===== src/hdl/pwr_ctl_pkg.sv =====
package pwr_ctl_pkg;
    localparam int OSC_PER_MACHINE_CYCLE = 12;
    localparam int RST_MACHINE_CYCLES = 2;
    // oscillator periods the reset pin must stay high
    localparam int RST_HOLD_OSC = OSC_PER_MACHINE_CYCLE * RST_MACHINE_CYCLES;
    localparam int RST_CNT_W = 5;
    localparam logic [RST_CNT_W-1:0] RST_CNT_RESET = 5'h00;
    localparam int PWR_IDLE_BIT = 0;
    localparam int PWR_PD_BIT = 1;
    localparam int PWR_FLAG0_BIT = 2;
    localparam int PWR_FLAG1_BIT = 3;
    localparam int PWR_BAUD2_BIT = 7;
    localparam logic [7:0] PWR_CTL_RESET = 8'h00;
    localparam logic [7:0] PWR_CTL_WMASK = 8'h8f;
    localparam logic STROBE_IDLE = 1'b1;
    localparam logic STROBE_PD = 1'b0;

    typedef enum logic [2:0] {
        ST_RUN  = 3'b001,
        ST_IDLE = 3'b010,
        ST_PD   = 3'b100
    } pmode_t;
endpackage


===== src/hdl/osc_div2.sv =====
module osc_div2 (
    input wire logic i_clk,
    input wire logic i_rst,
    input wire logic i_run,
    output logic o_phase
);
    logic phase_ff;
    logic nxt_phase;

    // toggling flop removes any dependence on the input duty cycle
    always_comb begin
        nxt_phase = i_run ? ~phase_ff : phase_ff;
    end

    always_ff @(posedge i_clk or posedge i_rst) begin
        if (i_rst) begin
            phase_ff <= 1'b0;
        end else begin
            phase_ff <= nxt_phase;
        end
    end

    assign o_phase = phase_ff;
endmodule


===== src/hdl/power_mode_reset_control.sv =====
// Summary of operation
// - oscillator input passes a divide-by-two flop before internal clocking.
// - idle stops cpu after requesting instruction; peripherals keep running.
// - cpu state, ram and special registers are kept unchanged in idle.
// - any enabled interrupt ends idle and its service routine then runs.
// - hardware reset during idle restarts exactly like power-on reset.
// - power-down completes requesting instruction then stops the oscillator.
// - in power-down only on-chip ram contents are guaranteed kept.
// - only hardware reset leaves power-down; interrupts do not.
// - idle and power-down selected by bits in power control register.
// - idle drives both strobes high; external code: port 0 floats, port 2 addr.
// - power-down drives both strobes low; external code: port 0 floats.
module power_mode_reset_control (
    input wire logic i_clk,
    input wire logic i_rst,
    input wire logic i_rst_pin,
    input wire logic i_ctl_we,
    input wire logic [7:0] i_ctl_wdata,
    input wire logic i_instr_done,
    input wire logic i_irq_pending,
    input wire logic i_ext_prog,
    input wire logic i_ale_run,
    input wire logic i_prog_strobe_run,
    input wire logic [7:0] i_p0_run,
    input wire logic i_p0_oe_run,
    input wire logic [7:0] i_p2_run,
    input wire logic [7:0] i_p2_addr,
    output logic [7:0] o_power_ctl_reg,
    output logic o_osc_out_pin,
    output logic o_osc_en,
    output logic o_machine_phase,
    output logic o_cpu_clk_en,
    output logic o_periph_clk_en,
    output logic o_sys_rst,
    output logic o_idle,
    output logic o_pd,
    output logic o_irq_wake,
    output logic o_ale,
    output logic o_prog_store_strobe,
    output logic [7:0] o_p0,
    output logic o_p0_oe,
    output logic [7:0] o_p2
);
    pwr_ctl_pkg::pmode_t mode_ff, nxt_mode;
    logic [7:0] ctl_ff, nxt_ctl;
    logic [pwr_ctl_pkg::RST_CNT_W-1:0] rcnt_ff, nxt_rcnt;
    logic sys_rst_ff, nxt_sys_rst;
    logic wake_ff, nxt_wake;
    logic ale_ff, nxt_ale;
    logic pss_ff, nxt_pss;
    logic [7:0] p0_ff, nxt_p0;
    logic p0_oe_ff, nxt_p0_oe;
    logic [7:0] p2_ff, nxt_p2;
    logic [7:0] p0_hold_ff, nxt_p0_hold;
    logic [7:0] p2_hold_ff, nxt_p2_hold;
    logic phase;
    logic osc_run;
    logic rst_taken;

    localparam logic [pwr_ctl_pkg::RST_CNT_W-1:0] RST_HOLD =
        pwr_ctl_pkg::RST_CNT_W'(pwr_ctl_pkg::RST_HOLD_OSC);

    // oscillator stopped only in power-down
    assign osc_run = (mode_ff != pwr_ctl_pkg::ST_PD);

    osc_div2 u_div (
        .i_clk(i_clk),
        .i_rst(i_rst),
        .i_run(osc_run),
        .o_phase(phase)
    );

    // reset pin qualified by a hold count; in power-down the count still
    // runs since the core clock here stands for the restarting oscillator
    assign rst_taken = i_rst_pin && (rcnt_ff >= RST_HOLD - 5'h01);

    always_comb begin
        nxt_rcnt = rcnt_ff;
        if (!i_rst_pin) begin
            nxt_rcnt = pwr_ctl_pkg::RST_CNT_RESET;
        end else if (rcnt_ff < RST_HOLD) begin
            nxt_rcnt = rcnt_ff + 5'h01;
        end
        nxt_sys_rst = rst_taken;
    end

    always_ff @(posedge i_clk or posedge i_rst) begin
        if (i_rst) begin
            rcnt_ff <= pwr_ctl_pkg::RST_CNT_RESET;
            sys_rst_ff <= 1'b1;
        end else begin
            rcnt_ff <= nxt_rcnt;
            sys_rst_ff <= nxt_sys_rst;
        end
    end

    // mode control
    always_comb begin
        nxt_mode = mode_ff;
        nxt_ctl = ctl_ff;
        nxt_wake = 1'b0;
        if (i_ctl_we && mode_ff == pwr_ctl_pkg::ST_RUN) begin
            nxt_ctl = i_ctl_wdata & pwr_ctl_pkg::PWR_CTL_WMASK;
        end
        if (rst_taken) begin
            nxt_mode = pwr_ctl_pkg::ST_RUN;
            nxt_ctl = pwr_ctl_pkg::PWR_CTL_RESET;
        end else begin
            case (mode_ff)
                pwr_ctl_pkg::ST_RUN: begin
                    if (i_instr_done) begin
                        if (ctl_ff[pwr_ctl_pkg::PWR_PD_BIT]) begin
                            nxt_mode = pwr_ctl_pkg::ST_PD;
                        end else if (ctl_ff[pwr_ctl_pkg::PWR_IDLE_BIT]) begin
                            nxt_mode = pwr_ctl_pkg::ST_IDLE;
                        end
                    end
                end
                pwr_ctl_pkg::ST_IDLE: begin
                    // state kept by gating the cpu clock only
                    if (i_irq_pending) begin
                        nxt_mode = pwr_ctl_pkg::ST_RUN;
                        nxt_wake = 1'b1;
                        nxt_ctl[pwr_ctl_pkg::PWR_IDLE_BIT] = 1'b0;
                    end
                end
                pwr_ctl_pkg::ST_PD: begin
                    nxt_mode = pwr_ctl_pkg::ST_PD;
                end
                default: begin
                    nxt_mode = pwr_ctl_pkg::ST_RUN;
                end
            endcase
        end
    end

    always_ff @(posedge i_clk or posedge i_rst) begin
        if (i_rst) begin
            mode_ff <= pwr_ctl_pkg::ST_RUN;
            ctl_ff <= pwr_ctl_pkg::PWR_CTL_RESET;
            wake_ff <= 1'b0;
        end else begin
            mode_ff <= nxt_mode;
            ctl_ff <= nxt_ctl;
            wake_ff <= nxt_wake;
        end
    end

    // pin state; hold registers capture port data on mode entry
    always_comb begin
        nxt_p0_hold = p0_hold_ff;
        nxt_p2_hold = p2_hold_ff;
        if (mode_ff == pwr_ctl_pkg::ST_RUN) begin
            nxt_p0_hold = i_p0_run;
            nxt_p2_hold = i_p2_run;
        end
        nxt_ale = i_ale_run;
        nxt_pss = i_prog_strobe_run;
        nxt_p0 = i_p0_run;
        nxt_p0_oe = i_p0_oe_run;
        nxt_p2 = i_p2_run;
        case (nxt_mode)
            pwr_ctl_pkg::ST_RUN: begin
                nxt_ale = i_ale_run;
            end
            pwr_ctl_pkg::ST_IDLE: begin
                nxt_ale = pwr_ctl_pkg::STROBE_IDLE;
                nxt_pss = pwr_ctl_pkg::STROBE_IDLE;
                nxt_p0 = nxt_p0_hold;
                nxt_p0_oe = ~i_ext_prog;
                nxt_p2 = i_ext_prog ? i_p2_addr : nxt_p2_hold;
            end
            pwr_ctl_pkg::ST_PD: begin
                nxt_ale = pwr_ctl_pkg::STROBE_PD;
                nxt_pss = pwr_ctl_pkg::STROBE_PD;
                nxt_p0 = nxt_p0_hold;
                nxt_p0_oe = ~i_ext_prog;
                nxt_p2 = nxt_p2_hold;
            end
            default: begin
                nxt_ale = i_ale_run;
            end
        endcase
    end

    always_ff @(posedge i_clk or posedge i_rst) begin
        if (i_rst) begin
            ale_ff <= 1'b1;
            pss_ff <= 1'b1;
            p0_ff <= 8'hff;
            p0_oe_ff <= 1'b0;
            p2_ff <= 8'hff;
            p0_hold_ff <= 8'hff;
            p2_hold_ff <= 8'hff;
        end else begin
            ale_ff <= nxt_ale;
            pss_ff <= nxt_pss;
            p0_ff <= nxt_p0;
            p0_oe_ff <= nxt_p0_oe;
            p2_ff <= nxt_p2;
            p0_hold_ff <= nxt_p0_hold;
            p2_hold_ff <= nxt_p2_hold;
        end
    end

    assign o_power_ctl_reg = ctl_ff;
    assign o_osc_en = osc_run;
    assign o_osc_out_pin = osc_run & ~phase;
    assign o_machine_phase = phase;
    assign o_cpu_clk_en = (mode_ff == pwr_ctl_pkg::ST_RUN);
    assign o_periph_clk_en = (mode_ff != pwr_ctl_pkg::ST_PD);
    assign o_sys_rst = sys_rst_ff;
    assign o_idle = (mode_ff == pwr_ctl_pkg::ST_IDLE);
    assign o_pd = (mode_ff == pwr_ctl_pkg::ST_PD);
    assign o_irq_wake = wake_ff;
    assign o_ale = ale_ff;
    assign o_prog_store_strobe = pss_ff;
    assign o_p0 = p0_ff;
    assign o_p0_oe = p0_oe_ff;
    assign o_p2 = p2_ff;
endmodule


===== config.mk =====
export PLATFORM = sky130hd
export DESIGN_NAME = power_mode_reset_control
export DESIGN_NICKNAME = d
export VERILOG_FILES = /design/src/hdl/pwr_ctl_pkg.sv /design/src/hdl/osc_div2.sv /design/src/hdl/power_mode_reset_control.sv
export SDC_FILE = /design/constraint.sdc
export NUM_CORES = 1
export LEC_CHECK = 0
export BUFFER_PORTS_ARGS = -buffer_cell sky130_fd_sc_hd__buf_2
export CAP_MARGIN = 20
export CORE_MARGIN = 2
export CORE_UTILIZATION = 47
export CTS_CLUSTER_DIAMETER = 40
export DETAILED_ROUTE_END_ITERATION = 10
export PLACE_DENSITY_LB_ADDON = 0.2
export SLEW_MARGIN = 20
export SYNTH_ARGS = -nofsm -noshare
export SYNTH_HDL_FRONTEND = slang
export SYNTH_SLANG_ARGS = --single-unit
export TNS_END_PERCENT = 20

===== constraint.sdc =====
create_clock -name i_clk -period 4.95 [get_ports i_clk]
set_input_delay 1.2375 -clock i_clk [delete_from_list [all_inputs] [get_ports i_clk]]
set_output_delay 1.2375 -clock i_clk [all_outputs]
set_load 0.05 [all_outputs]

---- Word level (Yosys, flattened, before mapping) ----
Index checks and enable logic that the tools add are counted.
storage, ports and cells
  register bits ........................... 54
  bits of input ports ..................... 42
cells by class
  add/subtract/negate cells ............... 1
  $lt $le $gt $ge ......................... 2
  equal/unequal tests ..................... 7
  multiplexer cells ....................... 24
  bitwise operators ....................... 3
  reductions and logical operators ........ 4
operator list
  operator                                                number
  2-to-1 mux 8 bit                                        5
  one-hot mux 8 bit (2 select lines)                      1
  2-to-1 mux 3 bit                                        5
  2-to-1 mux 5 bit                                        2
  one-hot mux 3 bit (3 select lines)                      1
  2-to-1 mux 1 bit                                        7
  2-to-1 mux 7 bit                                        1
  == test 3 x 2 -> 1 bit (second input constant)          2
  == test 3 bit (second input constant)                   2
  adder 5 x 1 -> 5 bit (second input constant)            1
  >= comparator 5 bit (second input constant)             1
  less-than comparator 5 bit (second input constant)      1
  one-hot mux 1 bit (2 select lines)                      2
  == test 3 x 1 -> 1 bit (second input constant)          1
  inequality test 3 bit (second input constant)           1
  logical AND 1 bit                                       2
  inequality test 2 x 1 -> 1 bit (second input constant)  1
  inverter 1 bit                                          2
  nonzero test 2 bit                                      1
  OR reduction 2 bit                                      1
  bitwise AND 1 bit                                       1

---- Depth between registers and ports, before layout ----
  word-level depth ........................ 8
  gate-level depth with buffers ........... 7

---- Hierarchy ----
Synthesis repeated with hierarchy kept, for this count alone.
second synthesis, totals
  cells, all modules ...................... 185
  area, all modules ....................... 2,269.7 um^2
modules (own cells, without submodules)
  module                    instances  cells each  area an instance (um^2)
  power_mode_reset_control  1          182         2,232.1
  osc_div2                  1          3           37.5

---- Least setup slack after synthesis ----
No wires, ideal clock.
  path kind ............................... reg2out
  start ................................... register mode_ff[1]
  end ..................................... output port o_periph_clk_en
  arrival ................................. 2,075 ps
  data required time ...................... 3,713 ps
  slack ................................... 1,638 ps
  stages on the path, launching flop included .. 4
  buffers on the path ..................... 1
  cell sequence ........................... dfrtp_1 > nor3b_2 > inv_1 > buf_4
on the way
  cells in the longest elaborated chain, start to end .. 1
ends and longest elaborated chain
  what                    line                             RTL
  start, declared         power_mode_reset_control.sv:44   pwr_ctl_pkg::pmode_t mode_ff, nxt_mode;
  start signal, assigned  power_mode_reset_control.sv:139  mode_ff <= pwr_ctl_pkg::ST_RUN;
  start signal, assigned  power_mode_reset_control.sv:143  mode_ff <= nxt_mode;
  inequality test 3 bit   n/a
  end, declared           power_mode_reset_control.sv:33   output logic o_periph_clk_en,
Every way passes these cells.

---- Final worst setup path ----
  start ................................... register mode_ff[0]
  end ..................................... output port o_cpu_clk_en
on the way
  cells in the longest elaborated chain, start to end .. 1
ends and longest elaborated chain
  what                    line                             RTL
  == test 3 x 1 -> 1 bit  power_mode_reset_control.sv:210  assign o_cpu_clk_en = (mode_ff == pwr_ctl_pkg::ST_RUN);
  end, declared           power_mode_reset_control.sv:32   output logic o_cpu_clk_en,
Every way passes these cells.

==> results.yml <==
clocking:
  cts_tree: "done"
  numClockSinks: 51
  cts_hold_buf: 0
  clockBufferDepth: 2
  ctsResizeCount: 0
  path_clk_slew_ns: 0.08
  postCtsSetupBuffers: 0
  cts_buffers: 5
  clkLatencyLatePin_ns: 0.30
  htreeDepth: 2
  cts_root_buffer: "clkbuf_8"
layout:
  area_growth_pct: 20.9
  layout-drive-gt1-share_pct: 55.3
  layout.nets: 295
  n_antenna_cell: 0
logic_synthesis:
  synth_area_leaders: "dfstp_2 (42%), dfrtp_1 (17%), mux2_2 (8.0%)"
  synthFlopType: "dfstp_2"
  syn_inst: 183
  synthTopCellsByCount: "dfstp_2 (36), mux2_2 (16), dfrtp_1 (15), mux2i_1 (14), nand2_1 (12)"
  synth_edf_count: 0
  synth_fa_ha_area_share_pct: 0.552
  ys_warn_count: 0
  synth_top_area_cell: "dfstp_2"
  async_reset_ff_share_pct: 100
  netlist.area_leader.share_pct: 41.7
  muxShareOfSynthArea_pct: 14.1
  avgSynthCellArea_sq_um: 12.4
  synth_top_family_by_area: "multiplexers"
  ys_ff_latch: 51
  syn_area_sq_um: 2270
  synth_xor_area_share_pct: 1.16
  yosys.area_share.simple_pct: 10.4
  yosysUniqueCellTypes: 33
  ys_seq_area_share_pct: 58.3
  synth_compound_area_share_pct: 9.77
  synth.most_common_cell: "dfstp_2"
pwr:
  power.leakage_nw: 1.28
  p_comb_share_pct: 50.4
  irDropWorstVdd_v: 0.000331
  p_switching_w: 0.000909
  switching_share_pct: 44.8
  p_int_w: 0.00112
  clkPwrFrac_pct: 11.8
  p_seq_share_pct: 37.8
  power_density_nw_per_um2: 740
status:
  status: "completed"
hold_path:
  min-delay-start: "u_div.o_phase"
  hold_path.class: "flip-flop to flip-flop"
  holdPathStages: 1
  hold-path-endpoint: "u_div.o_phase"
floorplanning:
  start_util_pct: 48.3
  core_area_sq_um: 4690
  dieArea_sq_um: 5390
  dieWidth_microns: 73.4
  fp.dieH_microns: 73.4
  num_rows: 25
  io_pins: 78
sta:
  max_freq_mhz: 319
  period_share_pct: 63.3
  rsz0062_at_grt: "no"
  setup_ws_ns: 1.81
  finalMaxSlewViolations: 0
  worstMarginPinSlew_ns: 1.05
  finalClockSkew_ns: 0.00990
  max-slew-margin-rel_pct: 29.9
  finalHoldViolCount: 0
  tns_ns: 0
  setup_viol: 0
  fin_crit_ns: 3.14
placement:
  dp_slack_ns: 2.11
  gp_congestion: 0.757
  dp_hpwl_microns: 2950
  numPortBuffers: 71
routing:
  ant_nets: 0
  first_iter_violations: 72
  viasPerCell: 5.19
  via_count: 1592
  drt_wl_total_microns: 4260
  dr.pass1.iters: 4
  wl_per_cell_microns: 13.9
  post-route-drc-count: 0
critical_path:
  cp.required_ns: 3.71
  critPathLaunchType: "flip-flop"
  cp_max_fo: 13
  critical-path-max-stage-delay_ns: 0.62
  regToRegStartpoint: "mode_ff[0]"
  crit_path_end_kind: "output port"
  criticalPathCategory: "flip-flop to output port"
  reg2reg_slack_ns: 2.36
  slowest_stage: "nor3b_4"
  cp_cell_sequence: "nor3b_4 > buf_2"
  r2r_end: "o_p2[2]"
  cp.buffers_inverters: 1
  r2r.worst_path.cells: 4
  crit_family: "simple AND/OR/NAND/NOR gates"
  crit_arrival_ns: 1.90
global_route:
  gr-usage-met2_pct: 27.3
  antenna_found_initial: 0
  grt_use_met1_pct: 22.1
  grt_pass1_wl_microns: 6870
  met3_usage_pct: 4.25
  busiest_layer: "met2"
  grt_pass1_vias: 1426
  grt_max_degree: 42
  overflow: 0
  grt_usage_pct: 16.7
run:
  drv_cap: 0
[logic make-up after synthesis]
logic type,after synthesis
DFF,51
AOI/OAI and AO/OA,30
buffers and inverters,25
adders and majority gates,1
and+or+nand+nor,42
xor gates and xnor gates,3
muxes,30
other,1
[metal layers]
metal  vias to the layer above  share of wire, %  routed length [microns]
met2                        35                51                     2190
met5                         -                 0                        0
met1                       779                43                     1850
li1                        771                 -                        -
met4                         0               1.2                       53
met3                         7               3.9                      166
[power by group through the flow]
| stage | sequential [W] | clock, W | combinational, W |
|---|---|---|---|
| 2_1_floorplan | 0.00115 | 0 | 0.000461 |
| 5_1_grt | 0.000787 | 0.000263 | 0.00109 |
| 3_5_place_dp | 0.000775 | 0 | 0.00103 |
| 4_1_cts | 0.000768 | 0.000248 | 0.00103 |
| 6_report | 0.000766 | 0.000239 | 0.00102 |
| 3_3_place_gp | 0.000769 | 0 | 0.00102 |
[per-stage QoR]
| stage | util (%) | instance area (sq um) | instances | power (W) | hold WS, ns |
|---|---|---|---|---|---|
| after floorplan | - | 2270 | 185 | 0.00161 | 0.543 |
| after global placement | 56.3 | 2640 | 299 | 0.00179 | 0.488 |
| after detailed placement | 56.3 | 2640 | 299 | 0.00181 | 0.499 |
| after CTS | 58.2 | 2730 | 307 | 0.00205 | 0.511 |
| after global routing | 58.4 | 2740 | 307 | 0.00214 | 0.520 |
| final | 58.4 | 2740 | 307 | 0.00203 | 0.510 |
[placed cells by master (no fill, tap or decap)]
master | synthesis | final
nand2b_1 | 1 | 1
a211oi_1 | 2 | 2
mux2i_1 | 14 | 14
nand4_1 | 1 | 1
a31oi_1 | 3 | 2
buf_2 | 4 | 71
o211ai_1 | 2 | 2
a21boi_0 | 1 | 1
ha_1 | 1 | 1
o22a_1 | 2 | 2
clkbuf_8 | 0 | 6
nor3b_2 | 3 | 2
xnor2_1 | 2 | 2
nor2_1 | 10 | 10
a31oi_2 | 0 | 1
nor2b_1 | 1 | 1
mux2_2 | 16 | 16
xor2_1 | 1 | 1
nor3_1 | 8 | 8
nor3b_4 | 0 | 1
and2_1 | 3 | 3
a221o_1 | 8 | 8
nand2_1 | 12 | 12
dfrtp_1 | 15 | 15
conb_1 | 1 | 3
clkinv_2 | 0 | 1
inv_1 | 11 | 10
dfstp_2 | 36 | 36
clkbuf_1 | 1 | 1
a21oi_1 | 1 | 1
o22ai_2 | 1 | 1
nand4b_1 | 1 | 1
nand4b_4 | 1 | 1
buf_4 | 7 | 3
nand3_1 | 1 | 1
inv_2 | 0 | 1
o21ai_0 | 10 | 10
[worst reg2reg max path: cells and delay by family, from the launching register on]
kind | cells | cell delay (ns)
AOI/OAI and AO/OA | 2 | 1.15
DFF | 1 | 0.60
and+or+nand+nor | 2 | 0.79
[worst max path at each step]
stage | from | end | cells past startpoint
6_report | mode_ff[0] | o_cpu_clk_en | 2
5_1_grt | mode_ff[0] | o_cpu_clk_en | 2
4_1_cts | mode_ff[0] | o_cpu_clk_en | 2
3_5_place_dp | mode_ff[0] | o_cpu_clk_en | 2
3_3_place_gp | mode_ff[0] | o_cpu_clk_en | 2
2_1_floorplan | mode_ff[1] | o_periph_clk_en | 3
[layout make-up]
type                       instances  area, sq um
timing repair buffer              74          378
sequential                        51         1320
multi-input combinational        109          840
inverter                          11         41.3
clock buffer                       7         86.3
tap                               54         67.6
clock inverter                     1         5.00
fill                             409         1950
No activity file was read; power rests on OpenSTA's default activity.
